===== config.mk =====
export PLATFORM = sky130hd
export DESIGN_NAME = periodic_timer_with_pin_io
export DESIGN_NICKNAME = d
export VERILOG_FILES = /design/src/rtl/timer_pkg.sv /design/src/rtl/count_prescaler.sv /design/src/rtl/count_edge_detect.sv /design/src/rtl/periodic_timer_with_pin_io.sv
export SDC_FILE = /design/constraint.sdc
export NUM_CORES = 1
export LEC_CHECK = 0
export BUFFER_PORTS_ARGS = -buffer_cell sky130_fd_sc_hd__clkbuf_2
export CAP_MARGIN = 20
export CELL_PAD_IN_SITES_DETAIL_PLACEMENT = 0
export CELL_PAD_IN_SITES_GLOBAL_PLACEMENT = 1
export CORE_UTILIZATION = 45
export CTS_CLUSTER_DIAMETER = 80
export DETAILED_ROUTE_END_ITERATION = 10
export GPL_ROUTABILITY_DRIVEN = 0
export GPL_TIMING_DRIVEN = 0
export PLACE_DENSITY_LB_ADDON = 0.1
export SLEW_MARGIN = 20
export SYNTH_ARGS = -nofsm -noshare
export SYNTH_HDL_FRONTEND = slang
export SYNTH_SLANG_ARGS = --single-unit
export TNS_END_PERCENT = 100

===== constraint.sdc =====
create_clock -name clock_in -period 8.4 [get_ports clock_in]
set_input_delay 1.68 -clock clock_in [delete_from_list [all_inputs] [get_ports clock_in]]
set_output_delay 1.68 -clock clock_in [all_outputs]
set_load 0.005 [all_outputs]

===== src/rtl/timer_pkg.sv =====
package timer_pkg;

    // ************************************************************
    // Register word offsets inside the timer block
    // ************************************************************
    localparam logic [3:0] OFS_CONTROL = 4'h0;
    localparam logic [3:0] OFS_COUNTER = 4'h4;
    localparam logic [3:0] OFS_PERIOD = 4'h8;

    // ************************************************************
    // Control word bit positions
    // ************************************************************
    localparam int BIT_PIN_FUNCTION_SELECT = 0;
    localparam int BIT_IO_DIR = 1;
    localparam int BIT_DRIVE = 2;
    localparam int BIT_SENSE = 3;
    localparam int BIT_GO = 6;
    localparam int BIT_HOLD = 7;
    localparam int BIT_MODE = 8;
    localparam int BIT_CLOCK_SOURCE_SELECT = 9;
    localparam int BIT_INVERT = 10;
    localparam int BIT_STATUS = 11;

    // ************************************************************
    // Reset values
    // ************************************************************
    localparam logic [31:0] RESET_CONTROL = 32'h0000_0000;
    localparam logic [31:0] RESET_COUNTER = 32'h0000_0000;
    localparam logic [31:0] RESET_PERIOD = 32'h0000_0000;

    // ************************************************************
    // Timing
    // ************************************************************
    // Internal count clock is the core clock divided by this figure
    localparam int INTERNAL_DIVIDE = 2;
    // External count clock must stay below core rate / 2.6
    localparam real EXT_CLOCK_MAX_RATIO = 2.6;

endpackage


===== src/rtl/count_prescaler.sv =====
`timescale 1ns/1ps
module count_prescaler
    import timer_pkg::*;
(
    // Clock and reset
    input wire logic clock_in,
    input wire logic rst_in,
    // Control
    input wire logic run_in,
    input wire logic clear_in,
    // Tick
    output logic tick_out
);

    typedef struct packed {
        logic [1:0] phase;
    } presc_state_t;

    presc_state_t s_r;
    presc_state_t s_nxt;

    // ************************************************************
    // Divide by two, frozen while held
    // ************************************************************
    always_comb begin
        s_nxt = s_r;
        tick_out = 1'b0;
        if (clear_in) begin
            s_nxt.phase = 2'h0;
        end else if (run_in) begin
            if (s_r.phase == 2'(INTERNAL_DIVIDE - 1)) begin
                s_nxt.phase = 2'h0;
                tick_out = 1'b1;
            end else begin
                s_nxt.phase = s_r.phase + 2'h1;
            end
        end
    end

    always_ff @(posedge clock_in) begin
        if (rst_in) begin
            s_r <= '0;
        end else begin
            s_r <= s_nxt;
        end
    end

endmodule


===== src/rtl/count_edge_detect.sv =====
`timescale 1ns/1ps
module count_edge_detect (
    // Clock and reset
    input wire logic clock_in,
    input wire logic rst_in,
    // Level to watch
    input wire logic level_in,
    // Rising edge, combinational
    output logic rise_out
);

    typedef struct packed {
        logic last;
    } edge_state_t;

    edge_state_t s_r;
    edge_state_t s_nxt;

    // ************************************************************
    // Rising edge of a level already synchronous to the clock
    // ************************************************************
    always_comb begin
        s_nxt.last = level_in;
        rise_out = level_in & ~s_r.last;
    end

    always_ff @(posedge clock_in) begin
        if (rst_in) begin
            s_r <= '0;
        end else begin
            s_r <= s_nxt;
        end
    end

endmodule


===== src/rtl/periodic_timer_with_pin_io.sv =====
// Overview of operation
// - Go and release zero freeze everything, keep counter
// - Release alone resumes from previous state
// - Go without release stays held, go kept
// - Go with release zeroes counter and starts
// - 32-bit counter clears when increment equals period
// - Reset clears period and counter
// - Zero period and counter, pulse: status stays set
// - Zero period and counter, clock: two-cycle output
// - Zero period, nonzero counter counts to rollover
// - Counter above period wraps through all ones
// - Bus write beats internal counter or status update
// - Internal count clock is half core rate
// - Pulse mode status pulse lasts one cycle
// - Internal clock, gpio input: pin shown, drive ignored
// - Internal clock, gpio output: drive bit on pin
// - Internal clock, timer pin: pulse or clock output, optional invert
// - External clock, gpio input: count pin, optional invert
// - External clock, gpio output: count drive rising edges
// - External clock, timer pin: edge chosen by invert
// - Interrupt on every rising edge of status
// - Interrupt routed to processor and transfer engine
// - Clock mode gives fifty percent duty cycle
// - Hold also freezes prescaler and pin level
// - Start zeroes counter, go clears on first tick
`timescale 1ns/1ps
module periodic_timer_with_pin_io
    import timer_pkg::*;
#(
    parameter int DATA_W = 32,
    parameter int ADDR_W = 4
) (
    // Clock and reset
    input wire logic clock_in,
    input wire logic rst_in,
    // Peripheral bus
    input wire logic [ADDR_W-1:0] addr_in,
    input wire logic wr_en_in,
    input wire logic rd_en_in,
    input wire logic [DATA_W-1:0] wdata_in,
    output logic [DATA_W-1:0] rdata_out,
    // Interrupt enables held outside
    input wire logic cpu_int_enable_in,
    input wire logic dma_int_enable_in,
    // Interrupt pulses
    output logic cpu_int_out,
    output logic dma_int_out,
    // Timer pin
    input wire logic timer_pin_in,
    output logic timer_pin_out,
    output logic timer_pin_oe_n_out
);

    // ************************************************************
    // State
    // ************************************************************
    typedef struct packed {
        logic pin_function_select;
        logic io_direction;
        logic pin_drive_value;
        logic pin_sense_value;
        logic run_trigger;
        logic hold_release;
        logic clock_mode;
        logic clock_source_select;
        logic invert_select;
        logic timer_status_flag;
        logic [DATA_W-1:0] counter;
        logic [DATA_W-1:0] period;
        logic pin_level;
        logic pin_oe_n;
        logic [DATA_W-1:0] rdata;
        logic cpu_int;
        logic dma_int;
    } timer_state_t;

    timer_state_t s_r;
    timer_state_t s_nxt;

    logic internal_tick;
    logic external_rise;
    logic external_level;
    logic prescale_clear;
    logic ctrl_write;

    // ************************************************************
    // Helpers
    // ************************************************************
    function automatic logic [DATA_W-1:0] control_word(input timer_state_t st);
        logic [DATA_W-1:0] w;
        w = '0;
        w[BIT_PIN_FUNCTION_SELECT] = st.pin_function_select;
        w[BIT_IO_DIR] = st.io_direction;
        w[BIT_DRIVE] = st.pin_drive_value;
        w[BIT_SENSE] = st.pin_sense_value;
        w[BIT_GO] = st.run_trigger;
        w[BIT_HOLD] = st.hold_release;
        w[BIT_MODE] = st.clock_mode;
        w[BIT_CLOCK_SOURCE_SELECT] = st.clock_source_select;
        w[BIT_INVERT] = st.invert_select;
        w[BIT_STATUS] = st.timer_status_flag;
        return w;
    endfunction

    // ************************************************************
    // Control word decode
    // ************************************************************
    function automatic logic start_word(input logic [DATA_W-1:0] w);
        return w[BIT_GO] && w[BIT_HOLD];
    endfunction

    // ************************************************************
    // Pin ownership
    // ************************************************************
    function automatic logic gpio_output(input timer_state_t st);
        return !st.pin_function_select && st.io_direction;
    endfunction

    function automatic logic timer_output(input timer_state_t st);
        return st.pin_function_select && st.clock_source_select;
    endfunction

    // Gpio output counts its own drive bit, never inverted
    function automatic logic count_source(input timer_state_t st, input logic pin);
        logic lvl;
        lvl = pin ^ st.invert_select;
        if (gpio_output(st)) begin
            lvl = st.pin_drive_value;
        end
        return lvl;
    endfunction

    // ************************************************************
    // Register read
    // ************************************************************
    function automatic logic [DATA_W-1:0] read_word(input timer_state_t st, input logic [ADDR_W-1:0] a);
        logic [DATA_W-1:0] w;
        w = '0;
        case (a)
            OFS_CONTROL: begin
                w = control_word(st);
            end
            OFS_COUNTER: begin
                w = st.counter;
            end
            OFS_PERIOD: begin
                w = st.period;
            end
            default: begin
                w = '0;
            end
        endcase
        return w;
    endfunction

    // ************************************************************
    // Count clock sources
    // ************************************************************
    assign external_level = count_source(s_r, timer_pin_in);

    assign ctrl_write = wr_en_in && (addr_in == OFS_CONTROL);
    // A start restarts the half-rate phase so the first tick is a full period
    assign prescale_clear = ctrl_write && start_word(wdata_in);

    count_prescaler u_prescaler (
        .clock_in(clock_in),
        .rst_in(rst_in),
        .run_in(s_r.hold_release),
        .clear_in(prescale_clear),
        .tick_out(internal_tick)
    );

    count_edge_detect u_edge (
        .clock_in(clock_in),
        .rst_in(rst_in),
        .level_in(external_level),
        .rise_out(external_rise)
    );

    // ************************************************************
    // Next state
    // ************************************************************
    always_comb begin
        logic tick;
        logic degenerate;
        logic [DATA_W-1:0] base;
        logic [DATA_W-1:0] inc;
        tick = 1'b0;
        degenerate = 1'b0;
        base = '0;
        inc = '0;
        s_nxt = s_r;
        s_nxt.cpu_int = 1'b0;
        s_nxt.dma_int = 1'b0;

        tick = s_r.clock_source_select ? internal_tick : external_rise;
        degenerate = (s_r.period == '0) && ((s_r.counter == '0) || s_r.run_trigger);

        // Nothing moves unless released, so pin and status freeze as well
        if (s_r.hold_release) begin
            if (degenerate) begin
                if (s_r.clock_mode) begin
                    // External ticks are ignored here
                    s_nxt.timer_status_flag = ~s_r.timer_status_flag;
                end else begin
                    s_nxt.timer_status_flag = 1'b1;
                end
                s_nxt.counter = '0;
                if (tick) begin
                    s_nxt.run_trigger = 1'b0;
                end
            end else begin
                if (!s_r.clock_mode) begin
                    s_nxt.timer_status_flag = 1'b0;
                end
                if (s_r.run_trigger) begin
                    s_nxt.counter = '0;
                end
                if (tick) begin
                    base = s_r.run_trigger ? '0 : s_r.counter;
                    inc = base + 1'b1;
                    s_nxt.run_trigger = 1'b0;
                    if (inc == s_r.period) begin
                        s_nxt.counter = '0;
                        if (s_r.clock_mode) begin
                            s_nxt.timer_status_flag = ~s_r.timer_status_flag;
                        end else begin
                            s_nxt.timer_status_flag = 1'b1;
                        end
                    end else begin
                        s_nxt.counter = inc;
                    end
                end
            end
        end

        // ********************************************************
        // Bus writes take priority over internal updates
        // ********************************************************
        if (wr_en_in) begin
            case (addr_in)
                OFS_CONTROL: begin
                    s_nxt.pin_function_select = wdata_in[BIT_PIN_FUNCTION_SELECT];
                    s_nxt.io_direction = wdata_in[BIT_IO_DIR];
                    s_nxt.pin_drive_value = wdata_in[BIT_DRIVE];
                    // Go written low has no effect, so a pending go survives the hold
                    s_nxt.run_trigger = wdata_in[BIT_GO] || s_r.run_trigger;
                    s_nxt.hold_release = wdata_in[BIT_HOLD];
                    s_nxt.clock_mode = wdata_in[BIT_MODE];
                    s_nxt.clock_source_select = wdata_in[BIT_CLOCK_SOURCE_SELECT];
                    s_nxt.invert_select = wdata_in[BIT_INVERT];
                    // Status is read only, and the write cancels its update
                    s_nxt.timer_status_flag = s_r.timer_status_flag;
                    if (!wdata_in[BIT_GO] || !s_r.run_trigger) begin
                        s_nxt.counter = s_r.counter;
                    end
                    if (start_word(wdata_in)) begin
                        s_nxt.counter = '0;
                    end
                end
                OFS_COUNTER: begin
                    s_nxt.counter = wdata_in;
                end
                OFS_PERIOD: begin
                    s_nxt.period = wdata_in;
                end
                default: begin
                end
            endcase
        end

        // ********************************************************
        // Pin drive and sense
        // ********************************************************
        if (gpio_output(s_nxt)) begin
            s_nxt.pin_level = s_nxt.pin_drive_value;
            s_nxt.pin_oe_n = 1'b0;
        end else if (timer_output(s_nxt)) begin
            s_nxt.pin_level = s_nxt.timer_status_flag ^ s_nxt.invert_select;
            s_nxt.pin_oe_n = 1'b0;
        end else begin
            s_nxt.pin_level = 1'b0;
            s_nxt.pin_oe_n = 1'b1;
        end
        if (s_nxt.pin_oe_n) begin
            s_nxt.pin_sense_value = timer_pin_in;
        end else begin
            s_nxt.pin_sense_value = s_nxt.pin_level;
        end

        // ********************************************************
        // Interrupt on rising status
        // ********************************************************
        if (s_nxt.timer_status_flag && !s_r.timer_status_flag) begin
            s_nxt.cpu_int = cpu_int_enable_in;
            s_nxt.dma_int = dma_int_enable_in;
        end

        // ********************************************************
        // Registered read, unmapped words read zero
        // ********************************************************
        s_nxt.rdata = '0;
        if (rd_en_in) begin
            s_nxt.rdata = read_word(s_r, addr_in);
        end
    end

    // ************************************************************
    // Registers
    // ************************************************************
    always_ff @(posedge clock_in) begin
        if (rst_in) begin
            s_r <= '0;
            s_r.counter <= RESET_COUNTER;
            s_r.period <= RESET_PERIOD;
            s_r.pin_oe_n <= 1'b1;
        end else begin
            s_r <= s_nxt;
        end
    end

    // ************************************************************
    // Outputs
    // ************************************************************
    assign rdata_out = s_r.rdata;
    assign cpu_int_out = s_r.cpu_int;
    assign dma_int_out = s_r.dma_int;
    assign timer_pin_out = s_r.pin_level;
    assign timer_pin_oe_n_out = s_r.pin_oe_n;

endmodule


==> impl_metrics.toml <==
[die]
rows = 45
dieArea_mm2 = 0.0162
start_util = 0.464
ios = 79
dieHeight_um = 127
coreArea_mm2 = 0.0153
die_width_um = 127

[setup_path]
worst_setup_path_end_kind = "register"
regToRegEndpoint = "s_r[98]$_SDFFE_PP0P_"
critPathKind = "register to register"
worstSetupStartpoint = "s_r[105]$_SDFF_PP0_"
r2r_start = "s_r[105]$_SDFF_PP0_"
ff2ff_path_depth = 18
critPathArrivalTime_ns = 6.57
worstSetupEndpoint = "s_r[98]$_SDFFE_PP0P_"
worstPathRequired_ns = 8.70
worstPathMaxFanout = 10
cp-start-kind = "register"
reg2reg_setup_slack_ns = 2.13

[clock_tree]
cts.reportedPaths.clkPinSlew_ns = 0.06
ctsRootBufferMaster = "clkbuf_16"
clkSinkCount = 113
ctsResizeCount = 0
cts_tree = "yes"
htreeDepth = 4
clk_latency_ns = 0.44
cts_max_path_buffers = 2
ctsHoldBuffers = 0
post-cts-setup-buffers = 0
numCtsBuffers = 17

[synth]
synth_area_leaders = "dfxtp_1 (32%), nand2_1 (6.2%), a22oi_1 (4.5%), xnor2_1 (4.5%), nor2_1 (4.2%)"
synth.most_common_cell = "nand2_1"
syn_avg_cell_area_um2 = 7.87
ys_async_sr_fraction = 0
synth_edf_count = 0
synth_seq_cells = 113
ys_warn_count = 0
syn_nets = 943
ys.flop_type = "dfxtp_1"
synth_top_area_frac = 0.320
netlist_top_cells_count = "nand2_1 (117), dfxtp_1 (113), nor2_1 (80)"
syn_inst = 899
synth_area_mm2 = 0.00708
synth.distinct_cells = 80
synth_top_cell_by_area = "dfxtp_1"
synth-seq-area-share = 0.320

[power_and_ir_drop]
powerDensity_mw_per_mm2 = 177
irDropWorstVdd_uv = 169
p_leak_nw = 3.14

[timing]
rsz0062_at_grt = "false"
tns_ns = 0
setup_slack_ns = 2.13
finalClockSkew_ns = 0.00840
setup_viol = 0
period_needed_ns = 6.27
tightest_slew_ns = 1.07
max_clock_freq_mhz = 159
relSlewSlack = 0.283
min_period_over_period = 0.747
drv_slew = 0
hold_violations = 0

[place]
pre_cts_ws_ns = 2.35
placed_area_mm2 = 0.00774
dp_hpwl_um = 20100
portBuffers = 77
dpl.cell_count = 1188

[global_routing]
grt_usage = 0.344
grt_pass1_wl_um = 41000
met1_usage = 0.469
grt_pass1_vias = 6700
grt.busiest_layer = "met2"
grt_overflow = 0
grt_max_degree = 17
grt_use_met3 = 0.0737
use_met2 = 0.509
antenna_found_initial = 0

[detailed_routing]
antenna_left = 0
routed_wl_um = 27300
drc_errors = 0
initialDrtViolationCount = 948
first_pass_iters = 6
vias_per_cell = 6.14
vias = 7490
avgRoutedWirePerCell_um = 22.4

[final_layout]
drive_gt1_frac = 0.203
fin_cells = 1220
stdcell_area_mm2 = 0.00840
antenna_cells = 0
synthToLayoutAreaGrowth_pct = 18.6
fin_util = 0.550
final_nets = 1040

[run_status]
status = "finished, final reports clean"

[flow_run]
max-cap-violations = 0

[worst_hold_path]
min_path_cells = 2
hold_class = "register to register"
-- stage by stage --
| stage | hold slack (ns) | power [mW] |
|---|---|---|
| 3_5_place_dp | 0.445 | 0.677 |
| 6_report | 0.454 | 1.48 |
| 2_1_floorplan | 0.421 | 0.625 |
| 5_1_grt | 0.487 | 1.52 |
| 3_3_place_gp | 0.448 | 0.677 |
| 4_1_cts | 0.459 | 1.48 |
-- logic make-up after synthesis --
group	after synthesis	synth area share
xor+xnor	52	0.0663
buf+inv	118	0.0896
mux	20	0.0299
simple gates	388	0.288
compound gates	207	0.205
fa+ha+maj	1	0.00177
flops	113	0.320
-- state kept, by name, summed over array words and instances (netlist names) --
register / cells
s_r: 74
rdata_out: 32
u_prescaler.s_r: 2
cpu_int_out: 1
dma_int_out: 1
timer_pin_oe_n_out: 1
timer_pin_out: 1
u_edge.s_r: 1
-- critical path: stages, from the launching register on --
cell and delay, ns:
dfxtp_1 0.42, buf_6 0.22, buf_2 0.21, buf_2 0.22
buf_2 0.21, buf_1 0.33, nor2b_1 0.26, ha_1 0.33
nand4_4 0.22, nor4_4 0.47, nand4_1 0.31, mux2i_1 0.20
or4_1 0.56, or4_4 0.55, o41ai_4 0.71, nor2_4 0.20
buf_2 0.30, a222oi_1 0.32, nor2_1 0.06
-- report_power, final --
group	switching [mW]	internal (mW)	leakage [nW]
clock	0.279	0.535	0.307
sequential	0.00613	0.541	0.912
combinational	0.0816	0.0405	1.93
-- layout make-up --
type                    count  area, um2
well taps                 211        264
clock inverters            12        208
clock buffers              20        447
inverters                  11       41.3
repair buffers             78        393
plain buffers             107        593
multi-input cells         668       4190
fillers                  1499       6860
flip-flops and latches    113       2260
-- how the worst min path moves through the flow --
stage / endpoint / from
3_3_place_gp: u_prescaler.s_r[1]$_SDFFE_PP0P_ / u_prescaler.s_r[1]$_SDFFE_PP0P_
3_5_place_dp: u_prescaler.s_r[1]$_SDFFE_PP0P_ / u_prescaler.s_r[1]$_SDFFE_PP0P_
4_1_cts: u_prescaler.s_r[1]$_SDFFE_PP0P_ / u_prescaler.s_r[1]$_SDFFE_PP0P_
5_1_grt: u_prescaler.s_r[1]$_SDFFE_PP0P_ / u_prescaler.s_r[1]$_SDFFE_PP0P_
6_report: u_prescaler.s_r[1]$_SDFFE_PP0P_ / u_prescaler.s_r[1]$_SDFFE_PP0P_
2_1_floorplan: u_prescaler.s_r[1]$_SDFFE_PP0P_ / u_prescaler.s_r[1]$_SDFFE_PP0P_
-- cells in the final DEF, fill, tap and decap left out, types with 5 or more instances in the layout --
cell       netlist  final
nor3b_1          6      6
nand4_1         18     18
o211ai_1         5      5
or3_1            8      8
xnor2_1         36     36
mux2i_1         11     11
a211oi_1         5      5
or4_1            5      5
a221oi_1         7      7
clkbuf_16        0     17
mux2_2           9      9
nand2b_1         7      7
buf_4           39     40
buf_2           18     18
a21oi_1         59     59
and3_1           8      8
a22oi_1         42     42
nand2_1        117    117
o21ai_0         28     28
clkbuf_2         0     77
o31ai_1         11     11
nor2b_1         18     18
clkbuf_1        44     46
xor2_1          15     15
nor3_1          24     24
nor4_1          21     21
dfxtp_1        113    113
nor2_1          80     80
bufinv_16        0      5
nand3_1         28     28
inv_1           11     11
and2_1          11     11
a222oi_1        13     13
-- layer usage --
metal,up-vias,share of wire
met1,3557,0.43
met5,-,0
li1,3433,-
met2,429,0.43
met4,0,0.044
met3,71,0.095
No activity file was read; power rests on OpenSTA's default activity.
